<file path="src/gpibpp_pkg.sv">
package gpibpp_pkg;
    // Strap value that selects the bus interface at power-up
    localparam logic [4:0] GPIB_STRAP  = 5'h04;
    // Bus address that the instrument answers to
    localparam logic [4:0] DEV_ADDR    = 5'h04;
    // Interface command bytes, sent with attention asserted
    localparam logic [7:0] CMD_GTL     = 8'h01;
    localparam logic [7:0] CMD_PPC     = 8'h05;
    localparam logic [7:0] CMD_PPU     = 8'h15;
    localparam logic [7:0] CMD_UNL     = 8'h3F;
    localparam logic [7:0] CMD_UNT     = 8'h5F;
    localparam logic [2:0] LISTEN_GRP  = 3'h1;    // Upper bits of a listen address
    localparam logic [2:0] TALK_GRP    = 3'h2;    // Upper bits of a talk address
    localparam logic [3:0] PPE_TAG     = 4'h6;    // Upper nibble of the enable byte
    localparam logic [3:0] PPD_TAG     = 4'h7;    // Upper nibble of the disable byte
    localparam logic [1:0] SEC_GRP     = 2'h3;    // Secondary byte group
    localparam int         PP_SENSE_BIT = 3;      // Sense bit position in enable byte
    // Message characters
    localparam logic [7:0] CHR_SEMI    = 8'h3B;
    localparam logic [7:0] CHR_CR      = 8'h0D;
    localparam logic [7:0] CHR_LF      = 8'h0A;
    // Largest plot output
    localparam int         PLOT_KBYTES = 50;
    localparam int         PLOT_MAX    = PLOT_KBYTES * 1024;
    // Timing
    localparam int         CLK_PERIOD_NS = 10;
    localparam int         PP_TIME_NS    = 200;   // Least poll identify time
    localparam int         IFC_TIME_NS   = 1000;  // Least clear pulse
    localparam int         PP_CYCLES  = (PP_TIME_NS + CLK_PERIOD_NS - 1) / CLK_PERIOD_NS;
    localparam int         IFC_CYCLES = (IFC_TIME_NS + CLK_PERIOD_NS - 1) / CLK_PERIOD_NS;

    // Controller operations
    typedef enum logic [2:0] {
        OP_CMD, OP_DATA, OP_READ, OP_REN_ON, OP_REN_OFF, OP_POLL, OP_IFC
    } gpibpp_op_t;

    // Talker output phase of the instrument
    typedef enum logic [1:0] {TX_DATA, TX_CR, TX_LF} gpibpp_txph_t;

    // Controller sequencer state
    typedef enum logic [2:0] {C_IDLE, C_SEND, C_READ, C_POLL, C_IFC} gpibpp_cst_t;
endpackage

</file>
<file path="src/gpibpp_bus_if.sv">
`timescale 1ns/1ns
interface gpibpp_bus_if;
    logic       ren;        // Remote enable
    logic       atn;        // Attention: bytes are interface commands
    logic       ifc;        // Interface clear
    logic [7:0] ctlDio;     // Controller data lines
    logic       ctlEoi;     // End marker, or identify with atn
    logic       ctlDav;     // Controller byte valid
    logic       ctlRfd;     // Controller ready for a byte
    logic [7:0] devDio;     // Instrument data lines
    logic [7:0] devDioOeN;  // Instrument line enables, low drives
    logic       devEoi;     // Instrument end marker
    logic       devDav;     // Instrument byte valid
    logic       devRfd;     // Instrument ready for a byte

    modport dev (input ren, atn, ifc, ctlDio, ctlEoi, ctlDav, ctlRfd,
                 output devDio, devDioOeN, devEoi, devDav, devRfd);
    modport ctl (output ren, atn, ifc, ctlDio, ctlEoi, ctlDav, ctlRfd,
                 input devDio, devDioOeN, devEoi, devDav, devRfd);
endinterface

</file>
<file path="src/gpibpp_dev_end.sv">
`timescale 1ns/1ns
// Functional notes
// - Bus active only if strap reads 4
// - Listen address with remote enable: go remote
// - Controller marks last message character with EOI
// - Semicolons split commands, delivered in order
// - Text reply ends with CR LF
// - Remote enable released: back to local
// - Plot bytes only when addressed to talk
// - Controller sends dump command, then addresses talker
// - EOI on final plot byte
// - Plot output capped at 50 kilobytes
// - Controller ends plot with UNT, UNL, local
// - Controller sends listen address, PPC, enable byte
// - Enable byte is 0110, sense, line field
// - Line field is data line minus one
// - Drive poll line when sense equals request
// - Disable byte 0111 stops poll response
// - Addressed PPU clears poll configuration
// - UNT and UNL after configuration optional
module gpibpp_dev_end #(
    parameter int PLOT_LIMIT = gpibpp_pkg::PLOT_MAX     // Largest plot in bytes
) (
    input  wire logic       clk,            // 100 MHz clock
    input  wire logic       srst,           // Synchronous reset
    gpibpp_bus_if.dev       bus,            // Bus towards controller
    input  wire logic [4:0] addrSwitch,     // Rear address selector
    input  wire logic       srq,            // Service request state
    output logic [7:0]      cmdByte,        // Received message character
    output logic            cmdValid,       // Character pulse
    output logic            cmdEnd,         // End of one command pulse
    input  wire logic [7:0] txData,         // Reply or plot byte
    input  wire logic       txValid,        // Byte offered
    input  wire logic       txLast,         // Last byte of reply or plot
    input  wire logic       txPlot,         // Byte belongs to plot output
    output logic            txReady,        // Byte taken
    output logic            remoteMode,     // Instrument in remote
    output logic            busActive,      // Bus interface selected
    output logic            listening,      // Addressed to listen
    output logic            talking,        // Addressed to talk
    output logic            pollEnabled     // Poll response configured
);
    // Plot counter is 16 bits wide
    if (PLOT_LIMIT < 2 || PLOT_LIMIT > 65535) begin : g_badLimit
        $error("gpibpp_dev_end: PLOT_LIMIT out of range");
    end

    typedef struct packed {
        logic       strapDone;          // Strap already sampled
        logic       active;             // Bus interface selected
        logic       remote;             // Remote state
        logic       listen;             // Listener addressed
        logic       talk;               // Talker addressed
        logic       ppcPend;            // PPC seen, awaiting secondary
        logic       ppEn;               // Poll response enabled
        logic       ppSense;            // Sense bit
        logic [2:0] ppLine;             // Line field
        logic [7:0] cByte;              // Character to user
        logic       cValid;             // Character pulse
        logic       cEnd;               // Command end pulse
        gpibpp_pkg::gpibpp_txph_t ph;   // Talker phase
        logic       dav;                // Byte offered on bus
        logic       eoi;                // End marker on bus
        logic [7:0] dio;                // Data lines
        logic [7:0] oeN;                // Line enables, low drives
        logic [15:0] plotCnt;           // Plot bytes so far
    } gpibpp_dstate_t;

    gpibpp_dstate_t s;          // Registered state
    gpibpp_dstate_t next_s;     // Next state
    logic           rxTake;     // Byte taken from controller
    logic           txLoad;     // User byte taken
    logic           plotEnd;    // Current plot byte is final
    logic [7:0]     rx;         // Byte from controller

    assign rx      = bus.ctlDio;
    // Accept commands whenever the interface is selected, data only when listening
    assign bus.devRfd = s.active && (bus.atn || s.listen);
    assign rxTake  = bus.ctlDav && bus.devRfd;
    // Talk only when addressed and attention released
    assign txLoad  = s.talk && !bus.atn && !s.dav && (s.ph == gpibpp_pkg::TX_DATA) && txValid;
    // Force the end at the size cap as well
    assign plotEnd = txLast || (s.plotCnt == 16'(PLOT_LIMIT - 1));

    always_comb begin
        next_s = s;
        next_s.cValid = 1'b0;
        next_s.cEnd   = 1'b0;
        // Strap read once after reset
        if (!s.strapDone) begin
            next_s.strapDone = 1'b1;
            next_s.active    = (addrSwitch == gpibpp_pkg::GPIB_STRAP);
        end
        // Receive side
        if (rxTake) begin
            if (bus.atn) begin
                // Any primary except PPC ends configuration mode
                if (rx[6:5] != gpibpp_pkg::SEC_GRP)
                    next_s.ppcPend = 1'b0;
                if (rx == gpibpp_pkg::CMD_UNL) begin
                    next_s.listen = 1'b0;
                end else if (rx == gpibpp_pkg::CMD_UNT) begin
                    next_s.talk = 1'b0;
                end else if (rx[7:5] == gpibpp_pkg::LISTEN_GRP && rx[4:0] == gpibpp_pkg::DEV_ADDR) begin
                    next_s.listen = 1'b1;
                    if (bus.ren)
                        next_s.remote = 1'b1;
                end else if (rx[7:5] == gpibpp_pkg::TALK_GRP) begin
                    // Own talk address, another one untalks us
                    next_s.talk = (rx[4:0] == gpibpp_pkg::DEV_ADDR);
                end else if (rx == gpibpp_pkg::CMD_PPC && s.listen) begin
                    next_s.ppcPend = 1'b1;
                end else if (rx == gpibpp_pkg::CMD_PPU && s.listen) begin
                    next_s.ppEn    = 1'b0;
                    next_s.ppSense = 1'b0;
                    next_s.ppLine  = 3'h0;
                end else if (rx == gpibpp_pkg::CMD_GTL && s.listen) begin
                    next_s.remote = 1'b0;
                end else if (s.ppcPend && rx[7:4] == gpibpp_pkg::PPE_TAG) begin
                    // Configuration complete without UNT/UNL
                    next_s.ppEn    = 1'b1;
                    next_s.ppSense = rx[gpibpp_pkg::PP_SENSE_BIT];
                    next_s.ppLine  = rx[2:0];
                end else if (s.ppcPend && rx[7:4] == gpibpp_pkg::PPD_TAG) begin
                    next_s.ppEn = 1'b0;
                end
            end else begin
                // Message bytes: split at semicolon, end at EOI
                if (rx == gpibpp_pkg::CHR_SEMI) begin
                    next_s.cEnd = 1'b1;
                end else begin
                    next_s.cByte  = rx;
                    next_s.cValid = 1'b1;
                end
                if (bus.ctlEoi)
                    next_s.cEnd = 1'b1;
            end
        end
        // Talker side: byte handed over when controller ready
        if (s.dav && (bus.ctlRfd || bus.atn))
            next_s.dav = 1'b0;
        if (txLoad) begin
            next_s.dio = txData;
            next_s.dav = 1'b1;
            if (txPlot) begin
                next_s.eoi     = plotEnd;
                next_s.plotCnt = plotEnd ? 16'h0000 : s.plotCnt + 16'h0001;
            end else begin
                next_s.eoi = 1'b0;
                if (txLast)
                    next_s.ph = gpibpp_pkg::TX_CR;
            end
        end else if (s.talk && !bus.atn && !s.dav && s.ph != gpibpp_pkg::TX_DATA) begin
            // Reply terminator, EOI on the line feed
            next_s.dav = 1'b1;
            if (s.ph == gpibpp_pkg::TX_CR) begin
                next_s.dio = gpibpp_pkg::CHR_CR;
                next_s.eoi = 1'b0;
                next_s.ph  = gpibpp_pkg::TX_LF;
            end else begin
                next_s.dio = gpibpp_pkg::CHR_LF;
                next_s.eoi = 1'b1;
                next_s.ph  = gpibpp_pkg::TX_DATA;
            end
        end
        // Clear overrides addressing, remote release overrides going remote
        if (bus.ifc) begin
            next_s.listen  = 1'b0;
            next_s.talk    = 1'b0;
            next_s.ppcPend = 1'b0;
        end
        if (!bus.ren)
            next_s.remote = 1'b0;
        // Line enables: whole byte while talking, one line in a poll
        next_s.oeN = 8'hFF;
        if (next_s.dav) begin
            next_s.oeN = 8'h00;
        end else if (bus.atn && bus.ctlEoi && s.ppEn && s.ppSense == srq) begin
            next_s.dio = 8'h01 << s.ppLine;
            next_s.oeN = ~(8'h01 << s.ppLine);
        end
        // An unselected interface never drives anything
        if (!s.active) begin
            next_s.dav    = 1'b0;
            next_s.oeN    = 8'hFF;
            next_s.listen = 1'b0;
            next_s.talk   = 1'b0;
        end
    end

    // State register
    always_ff @(posedge clk) begin
        if (srst) begin
            s     <= '0;
            s.oeN <= 8'hFF;
            s.ph  <= gpibpp_pkg::TX_DATA;
        end else begin
            s <= next_s;
        end
    end

    assign bus.devDio    = s.dio;
    assign bus.devDioOeN = s.oeN;
    assign bus.devEoi    = s.eoi;
    assign bus.devDav    = s.dav;
    assign cmdByte       = s.cByte;
    assign cmdValid      = s.cValid;
    assign cmdEnd        = s.cEnd;
    assign txReady       = txLoad;
    assign remoteMode    = s.remote;
    assign busActive     = s.active;
    assign listening     = s.listen;
    assign talking       = s.talk;
    assign pollEnabled   = s.ppEn;
endmodule

</file>
<file path="src/flat_wrapper.sv">
// flat-port wrapper written by rule: the top's interface ports become plain ports
module gpibpp_dev_end_flat 
#(
    parameter int PLOT_LIMIT = gpibpp_pkg::PLOT_MAX                             
)
  (clk, srst, addrSwitch, srq, cmdByte, cmdValid, cmdEnd, txData, txValid, txLast, txPlot, txReady, remoteMode, busActive, listening, talking, pollEnabled, bus_ren, bus_atn, bus_ifc, bus_ctlDio, bus_ctlEoi, bus_ctlDav, bus_ctlRfd, bus_devDio, bus_devDioOeN, bus_devEoi, bus_devDav, bus_devRfd);
  gpibpp_bus_if bus_i ();
  input  wire logic clk;
  input  wire logic srst;
  input  wire logic [4:0] addrSwitch;
  input  wire logic srq;
  output logic [7:0] cmdByte;
  output logic cmdValid;
  output logic cmdEnd;
  input  wire logic [7:0] txData;
  input  wire logic txValid;
  input  wire logic txLast;
  input  wire logic txPlot;
  output logic txReady;
  output logic remoteMode;
  output logic busActive;
  output logic listening;
  output logic talking;
  output logic pollEnabled;
  input wire logic [$bits(bus_i.ren)-1:0] bus_ren;
  input wire logic [$bits(bus_i.atn)-1:0] bus_atn;
  input wire logic [$bits(bus_i.ifc)-1:0] bus_ifc;
  input wire logic [$bits(bus_i.ctlDio)-1:0] bus_ctlDio;
  input wire logic [$bits(bus_i.ctlEoi)-1:0] bus_ctlEoi;
  input wire logic [$bits(bus_i.ctlDav)-1:0] bus_ctlDav;
  input wire logic [$bits(bus_i.ctlRfd)-1:0] bus_ctlRfd;
  output wire logic [$bits(bus_i.devDio)-1:0] bus_devDio;
  output wire logic [$bits(bus_i.devDioOeN)-1:0] bus_devDioOeN;
  output wire logic [$bits(bus_i.devEoi)-1:0] bus_devEoi;
  output wire logic [$bits(bus_i.devDav)-1:0] bus_devDav;
  output wire logic [$bits(bus_i.devRfd)-1:0] bus_devRfd;
  assign bus_i.ren = bus_ren;
  assign bus_i.atn = bus_atn;
  assign bus_i.ifc = bus_ifc;
  assign bus_i.ctlDio = bus_ctlDio;
  assign bus_i.ctlEoi = bus_ctlEoi;
  assign bus_i.ctlDav = bus_ctlDav;
  assign bus_i.ctlRfd = bus_ctlRfd;
  assign bus_devDio = bus_i.devDio;
  assign bus_devDioOeN = bus_i.devDioOeN;
  assign bus_devEoi = bus_i.devEoi;
  assign bus_devDav = bus_i.devDav;
  assign bus_devRfd = bus_i.devRfd;
  gpibpp_dev_end #(.PLOT_LIMIT(PLOT_LIMIT)) u_core (.clk(clk), .srst(srst), .bus(bus_i), .addrSwitch(addrSwitch), .srq(srq), .cmdByte(cmdByte), .cmdValid(cmdValid), .cmdEnd(cmdEnd), .txData(txData), .txValid(txValid), .txLast(txLast), .txPlot(txPlot), .txReady(txReady), .remoteMode(remoteMode), .busActive(busActive), .listening(listening), .talking(talking), .pollEnabled(pollEnabled));
endmodule
</file>
<file path="config.mk">
export PLATFORM = sky130hd
export DESIGN_NAME = gpibpp_dev_end_flat
export DESIGN_NICKNAME = d
export VERILOG_FILES = /design/src/gpibpp_pkg.sv /design/src/gpibpp_bus_if.sv /design/src/gpibpp_dev_end.sv /design/src/flat_wrapper.sv
export SDC_FILE = /design/constraint.sdc
export NUM_CORES = 1
export LEC_CHECK = 0
export ABC_CLOCK_PERIOD_IN_PS = 4400
export BUFFER_PORTS_ARGS = -buffer_cell sky130_fd_sc_hd__buf_2
export CAP_MARGIN = 20
export CORE_ASPECT_RATIO = 0.9
export CORE_MARGIN = 3
export CORE_UTILIZATION = 58
export DETAILED_ROUTE_END_ITERATION = 16
export HOLD_SLACK_MARGIN = 0.15
export MAX_ROUTING_LAYER = met4
export PLACE_DENSITY = 0.93
export SYNTH_ARGS = -nofsm -noshare
export SYNTH_HDL_FRONTEND = slang
export SYNTH_SLANG_ARGS = --single-unit
</file>
<file path="constraint.sdc">
create_clock -name clk -period 4.4 [get_ports clk]
set_input_delay 0.88 -clock clk [delete_from_list [all_inputs] [get_ports clk]]
set_output_delay 0.88 -clock clk [all_outputs]
set_load 0.01 [all_outputs]
</file>
After elaboration in Yosys (flattened, before gate mapping)
Cells that the tools add are included.
- logic and storage cells: 138
- memories: 0
- register bits after elaboration: 57
- memory bits (read-only): 0
- bits in writable memories: 0
- latch bits: 0
- input port bits: 33
- output and inout port bits: 35
- add/subtract/negate cells: 1
- muxes and demuxes: 38
- bitwise gates (word level): 11
- multipliers: 0
- shift operators: 1
- reduce and logical (&&, ||, !) cells: 44
- magnitude comparators: 0
- equality and inequality tests: 25
- divide/modulo/power cells: 0
- operator list (operator ; count):
    16-bit two-way mux ; 2
    9-bit AND reduction ; 3
    12-bit two-way mux ; 2
    1-bit two-way mux ; 20
    6-bit two-way mux ; 3
    1-bit logical AND ; 17
    16-bit by 1-bit adder with 16-bit output (second input constant) ; 1
    16-bit == test (second input constant) ; 1
    8-bit by 6-bit == test with 1-bit output (second input constant) ; 2
    8-bit two-way mux ; 2
    5-bit two-way mux ; 3
    2-bit by 1-bit inequality test with 1-bit output (second input constant) ; 6
    2-bit nonzero test ; 6
    5-bit by 3-bit == test with 1-bit output (second input constant) ; 2
    1-bit NOT ; 10
    9-bit two-way mux ; 1
    4-bit by 3-bit == test with 1-bit output (second input constant) ; 2
    8-bit by 1-bit == test with 1-bit output (second input constant) ; 1
    8-bit by 3-bit == test with 1-bit output (second input constant) ; 1
    8-bit by 5-bit == test with 1-bit output (second input constant) ; 1
    8-bit by 7-bit == test with 1-bit output (second input constant) ; 1
    2-bit inequality test (second input constant) ; 4
    8-bit NOT ; 1
    1-bit by 3-bit << shifter with 8-bit output (first input constant) ; 1
    other kinds (17) ; 27

Logic depth before layout (Yosys ltp)
- word-level depth: 11
- gate-level depth with buffers: 7
- gate-level depth less buffers: 5

Worst setup path before layout
No wires, ideal clock.
- kind: input port to output port
- start: input bus_atn
- end: output txReady
- data required time: 3.520 ns
- arrival: 1.620 ns
- path slack: 1.900 ns
- path buffers: 2
- cell stages on the path: 5
- cell sequence: buf_2 -> and4bb_2 -> buf_2 -> nand2_1 -> inv_1
- longest elaborated chain between the ends: 5
- ends and longest elaborated chain (item ; line ; source):
    from (decl) ; flat_wrapper.sv:26 ; input wire logic [$bits(bus_i.atn)-1:0] bus_atn;
    1-bit zero test ; gpibpp_dev_end.sv:81 ; assign txLoad = s.talk && !bus.atn && !s.dav && (s.ph == gpibpp_pkg::TX_DATA) && txValid;
    1-bit logical AND (4 in series) ; gpibpp_dev_end.sv:81 ;
    to (decl) ; flat_wrapper.sv:19 ; output logic txReady;
Every way passes these cells.

Worst setup path in the final report
Same ends and word-level chain as after synthesis.

==> impl_summary.txt <==
----------------------------------------------------
[Run status]
  Outcome ... complete, no violations

[Floorplanning]
  Die Ht ... 72.86 um
  Total I/O pin count ... 68
  Initial standard-cell utilization of the core ... 62.17%
  Die Span X ... 80.28 um
  Placeable Area ... 0.004633 sq mm
  Die Footprint ... 0.005849 sq mm
  Total number of placement rows ... 23

[Placed design]
  Cell area reported after detailed placement ... 0.003048 sq mm
  DP HPWL ... 4809 um
  Number of port buffers ... 67
  GPL Wtd Cong ... 0.9464

[STA]
  Worst hold margin ... 0.4464 ns
  Final setup viols ... 0
  Final critical delay including setup and external delays ... 2.656 ns
  Rel. slew slack ... 44.72%
  Highest achievable clock rate ... 376.5 MHz
  Fin. Hold Viols ... 0
  Final setup skew ... 0.005827 ns
  Measured slew at the worst slew-check pin ... 0.8261 ns
  Final clock period utilization by the worst path ... 60.37%
  Post-route setup TNS ... 0 ns
  Final-report max-slew violation count ... 0
  Setup repair after global routing missed its margin ... false

[Detailed routing]
  Count of TritonRoute iterations in the first routing pass ... 5
  Detailed Route WL ... 6615 um
  ANT nets after route ... 0
  DRC violation count after routing ... 0
  Routed vias ... 2690
  Initial detailed-routing violation count ... 214
  WL/cell ... 15.00 um
  Routed vias/inst ... 6.100

[Synthesis]
  Most used DFF post-synth ... sky130_fd_sc_hd__dfxtp_1
  Warnings, synthesis ... 0
  Cell taking the most area after synthesis ... sky130_fd_sc_hd__dfxtp_1
  Syn_area_per_cell ... 8.598 sq um
  Library cells used by synthesis ... 59
  Gate count after technology mapping ... 335
  Syn nets ... 369
  Largest cells by area after synthesis ... sky130_fd_sc_hd__dfxtp_1 (40%), sky130_fd_sc_hd__buf_4 (6.5%), sky130_fd_sc_hd__a21oi_1 (4.9%)
  EDFF count, synth ... 0
  Part of the Yosys area used for sequential elements ... 39.62%
  Most common cell in the netlist ... sky130_fd_sc_hd__dfxtp_1
  Fraction of synthesized cell area taken by the top area cell type ... 39.62%
  Ys async rst share ... 0%
  Number of register bits inferred by synthesis ... 57
  Area of the mapped netlist ... 0.002880 sq mm
  Most numerous cell types in the synthesized netlist ... sky130_fd_sc_hd__dfxtp_1 (57), sky130_fd_sc_hd__a21oi_1 (28), sky130_fd_sc_hd__nand2_1 (26), sky130_fd_sc_hd__buf_4 (25), sky130_fd_sc_hd__nor2_1 (23)

[Clocking]
  Clock tree buffer depth ... 2
  Clock root buffer ... sky130_fd_sc_hd__clkbuf_8
  Post-cts gate resize count ... 0
  Number of clock sinks ... 57
  Inserted Clock Buffers ... 9
  CTS tree ... yes
  Clock transition at path regs ... 0.06 ns
  Source-to-sink clock delay at the later pin of the worst-skew pair ... 0.33 ns
  Total of hold buffers inserted after clock tree synthesis ... 0
  Postcts setup bufs ... 0
  H-Tree Depth ... 3

[Setup path]
  Kind of launch point of the worst setup path ... input pin
  Cell repeated most along the worst path ... sky130_fd_sc_hd__buf_2
  Nature of the critical path endpoint ... primary output
  CP max stage cell ... sky130_fd_sc_hd__and4bb_2
  Max Fanout on Critical Path ... 11
  Worst path arrival time ... 1.78 ns
  Required time reported for the critical path endpoint ... 3.52 ns
  Slowest Stage Delay on Critical Path ... 0.40 ns
  Type of the worst setup path ... input pin to primary output
  Cells traversed along the worst timing path ... buf_2, and4bb_2, nand2_1, inv_1, buf_2

[Layout]
  Antenna Diode Count ... 0
  Net count of the finished layout ... 408
  Fraction of layout cells with a size suffix above 1 ... 24.27%
  Area of all placed cells without fillers ... 0.003241 sq mm
  Area growth from synthesis to layout ... 12.51%

[Hold path]
  Type of the worst min-delay path ... register to register

[Global routing]
  Maximum number of pins on one net before global-route repair ... 27
  Overall overflow remaining after global route ... 0
  Total global routing track utilization ... 24.76%
  Wire length of the first global-routing pass ... 10780 um
  Via count of the first global-routing pass ... 2383
  Number of antenna violations at the first check in global routing ... 0

[Pwr]
  Power Total ... 1.021 mW
  Power per Cell Area ... 315.0 mW/mm^2
  Static Leak ... 1.195 nW
  Maximum resistive drop on vdd ... 0.0001891 V

[Run]
  Max-cap violation count ... 0

----------------------------------------------------
## worst paths after layout
path	startpoint	end	slack (ns)	cells past startpoint
worst max-delay path	bus_atn	txReady	1.74	5
worst min-delay path	u_core.s[56]$_SDFF_PP0_	u_core.busActive$_SDFFE_PP0N_	0.45	1
worst max register to register	u_core.s[0]$_SDFFE_PP0P_	u_core.s[5]$_SDFFE_PP0P_	2.27	5
worst min register to register	u_core.s[56]$_SDFF_PP0_	u_core.busActive$_SDFFE_PP0N_	0.45	1
## placed cells by master, fill, tap and decap left out, types with 3 or more instances in the layout
cell type                   n
sky130_fd_sc_hd__or3_1      6
sky130_fd_sc_hd__nand4b_1   3
sky130_fd_sc_hd__nor2b_1    3
sky130_fd_sc_hd__xnor2_1    3
sky130_fd_sc_hd__nor3_1     8
sky130_fd_sc_hd__and3_1     4
sky130_fd_sc_hd__nor3b_1    3
sky130_fd_sc_hd__dfxtp_1   57
sky130_fd_sc_hd__o31ai_1    3
sky130_fd_sc_hd__nor4b_1    3
sky130_fd_sc_hd__a21oi_1   28
sky130_fd_sc_hd__mux2i_1   11
sky130_fd_sc_hd__or4_1      4
sky130_fd_sc_hd__nor2_1    23
sky130_fd_sc_hd__o32ai_1    3
sky130_fd_sc_hd__buf_2     67
sky130_fd_sc_hd__a211oi_1   4
sky130_fd_sc_hd__nor4_1     4
sky130_fd_sc_hd__a31oi_1    4
sky130_fd_sc_hd__nand4_1    7
sky130_fd_sc_hd__clkbuf_8  13
sky130_fd_sc_hd__inv_1      9
sky130_fd_sc_hd__nand3_1   18
sky130_fd_sc_hd__o21ai_0   16
sky130_fd_sc_hd__a21o_1     4
sky130_fd_sc_hd__nand2_1   26
## layout make-up
cell class	instances	area (sq um)
clock buffers	14	182.7
clock inverters	2	10.01
fillers	384	1393
inverters	9	33.78
multi-input cells	230	1460
flip-flops and latches	57	1141
well taps	62	77.57
repair buffers	67	335.3
## metal layers
layer	up-vias	routed length (um)	track usage, %
li1	1297	-	-
met1	1241	2963	30.20
met2	135	2927	37.59
met3	17	579	8.519
met4	0	144	10.13
met5	-	0	-
## worst max-delay path, delay by kind of cell
| family | cells | cell delay (ns) |
|---|---|---|
| buf+inv | 3 | 0.38 |
| simple gates | 2 | 0.51 |
## registers in the layout (all words and copies together), names as in the netlist
name                  flops
u_core.s                 24
u_core.cmdValid           1
u_core.bus.devDio         8
u_core.cmdByte            8
u_core.bus.devEoi         1
u_core.cmdEnd             1
u_core.talking            1
u_core.listening          1
u_core.bus.devDioOeN      8
u_core.pollEnabled        1
u_core.remoteMode         1
u_core.bus.devDav         1
u_core.busActive          1
## through the flow
step / util [%] / cells / worst slack, ns
6_report: 69.94 / 441 / 1.744
5_1_grt: 69.94 / 441 / 1.677
4_1_cts: 69.94 / 441 / 1.765
3_5_place_dp: 65.78 / 425 / 1.641
3_3_place_gp: 65.78 / 425 / 1.705
2_1_floorplan: - / 335 / 1.900
## cells by family (layout without fill, tap and decap cells)
kind of cell	count (synthesis)	in the layout	synth area share (%)
simple gates	131	131	26.24
compound gates	82	82	18.68
flops	57	57	39.62
buf+inv	48	92	9.687
mux	11	11	3.823
xor+xnor	5	5	1.521
fa+ha+maj	1	1	0.4343
## where the power goes
group / internal [mW] / leakage, nW / switching, mW
registers: 0.517 / 0.460 / 0.000318
logic: 0.0182 / 0.633 / 0.0292
clock network: 0.264 / 0.102 / 0.192
total: 0.799 / 1.20 / 0.222
(Power assumes the default switching activity.)
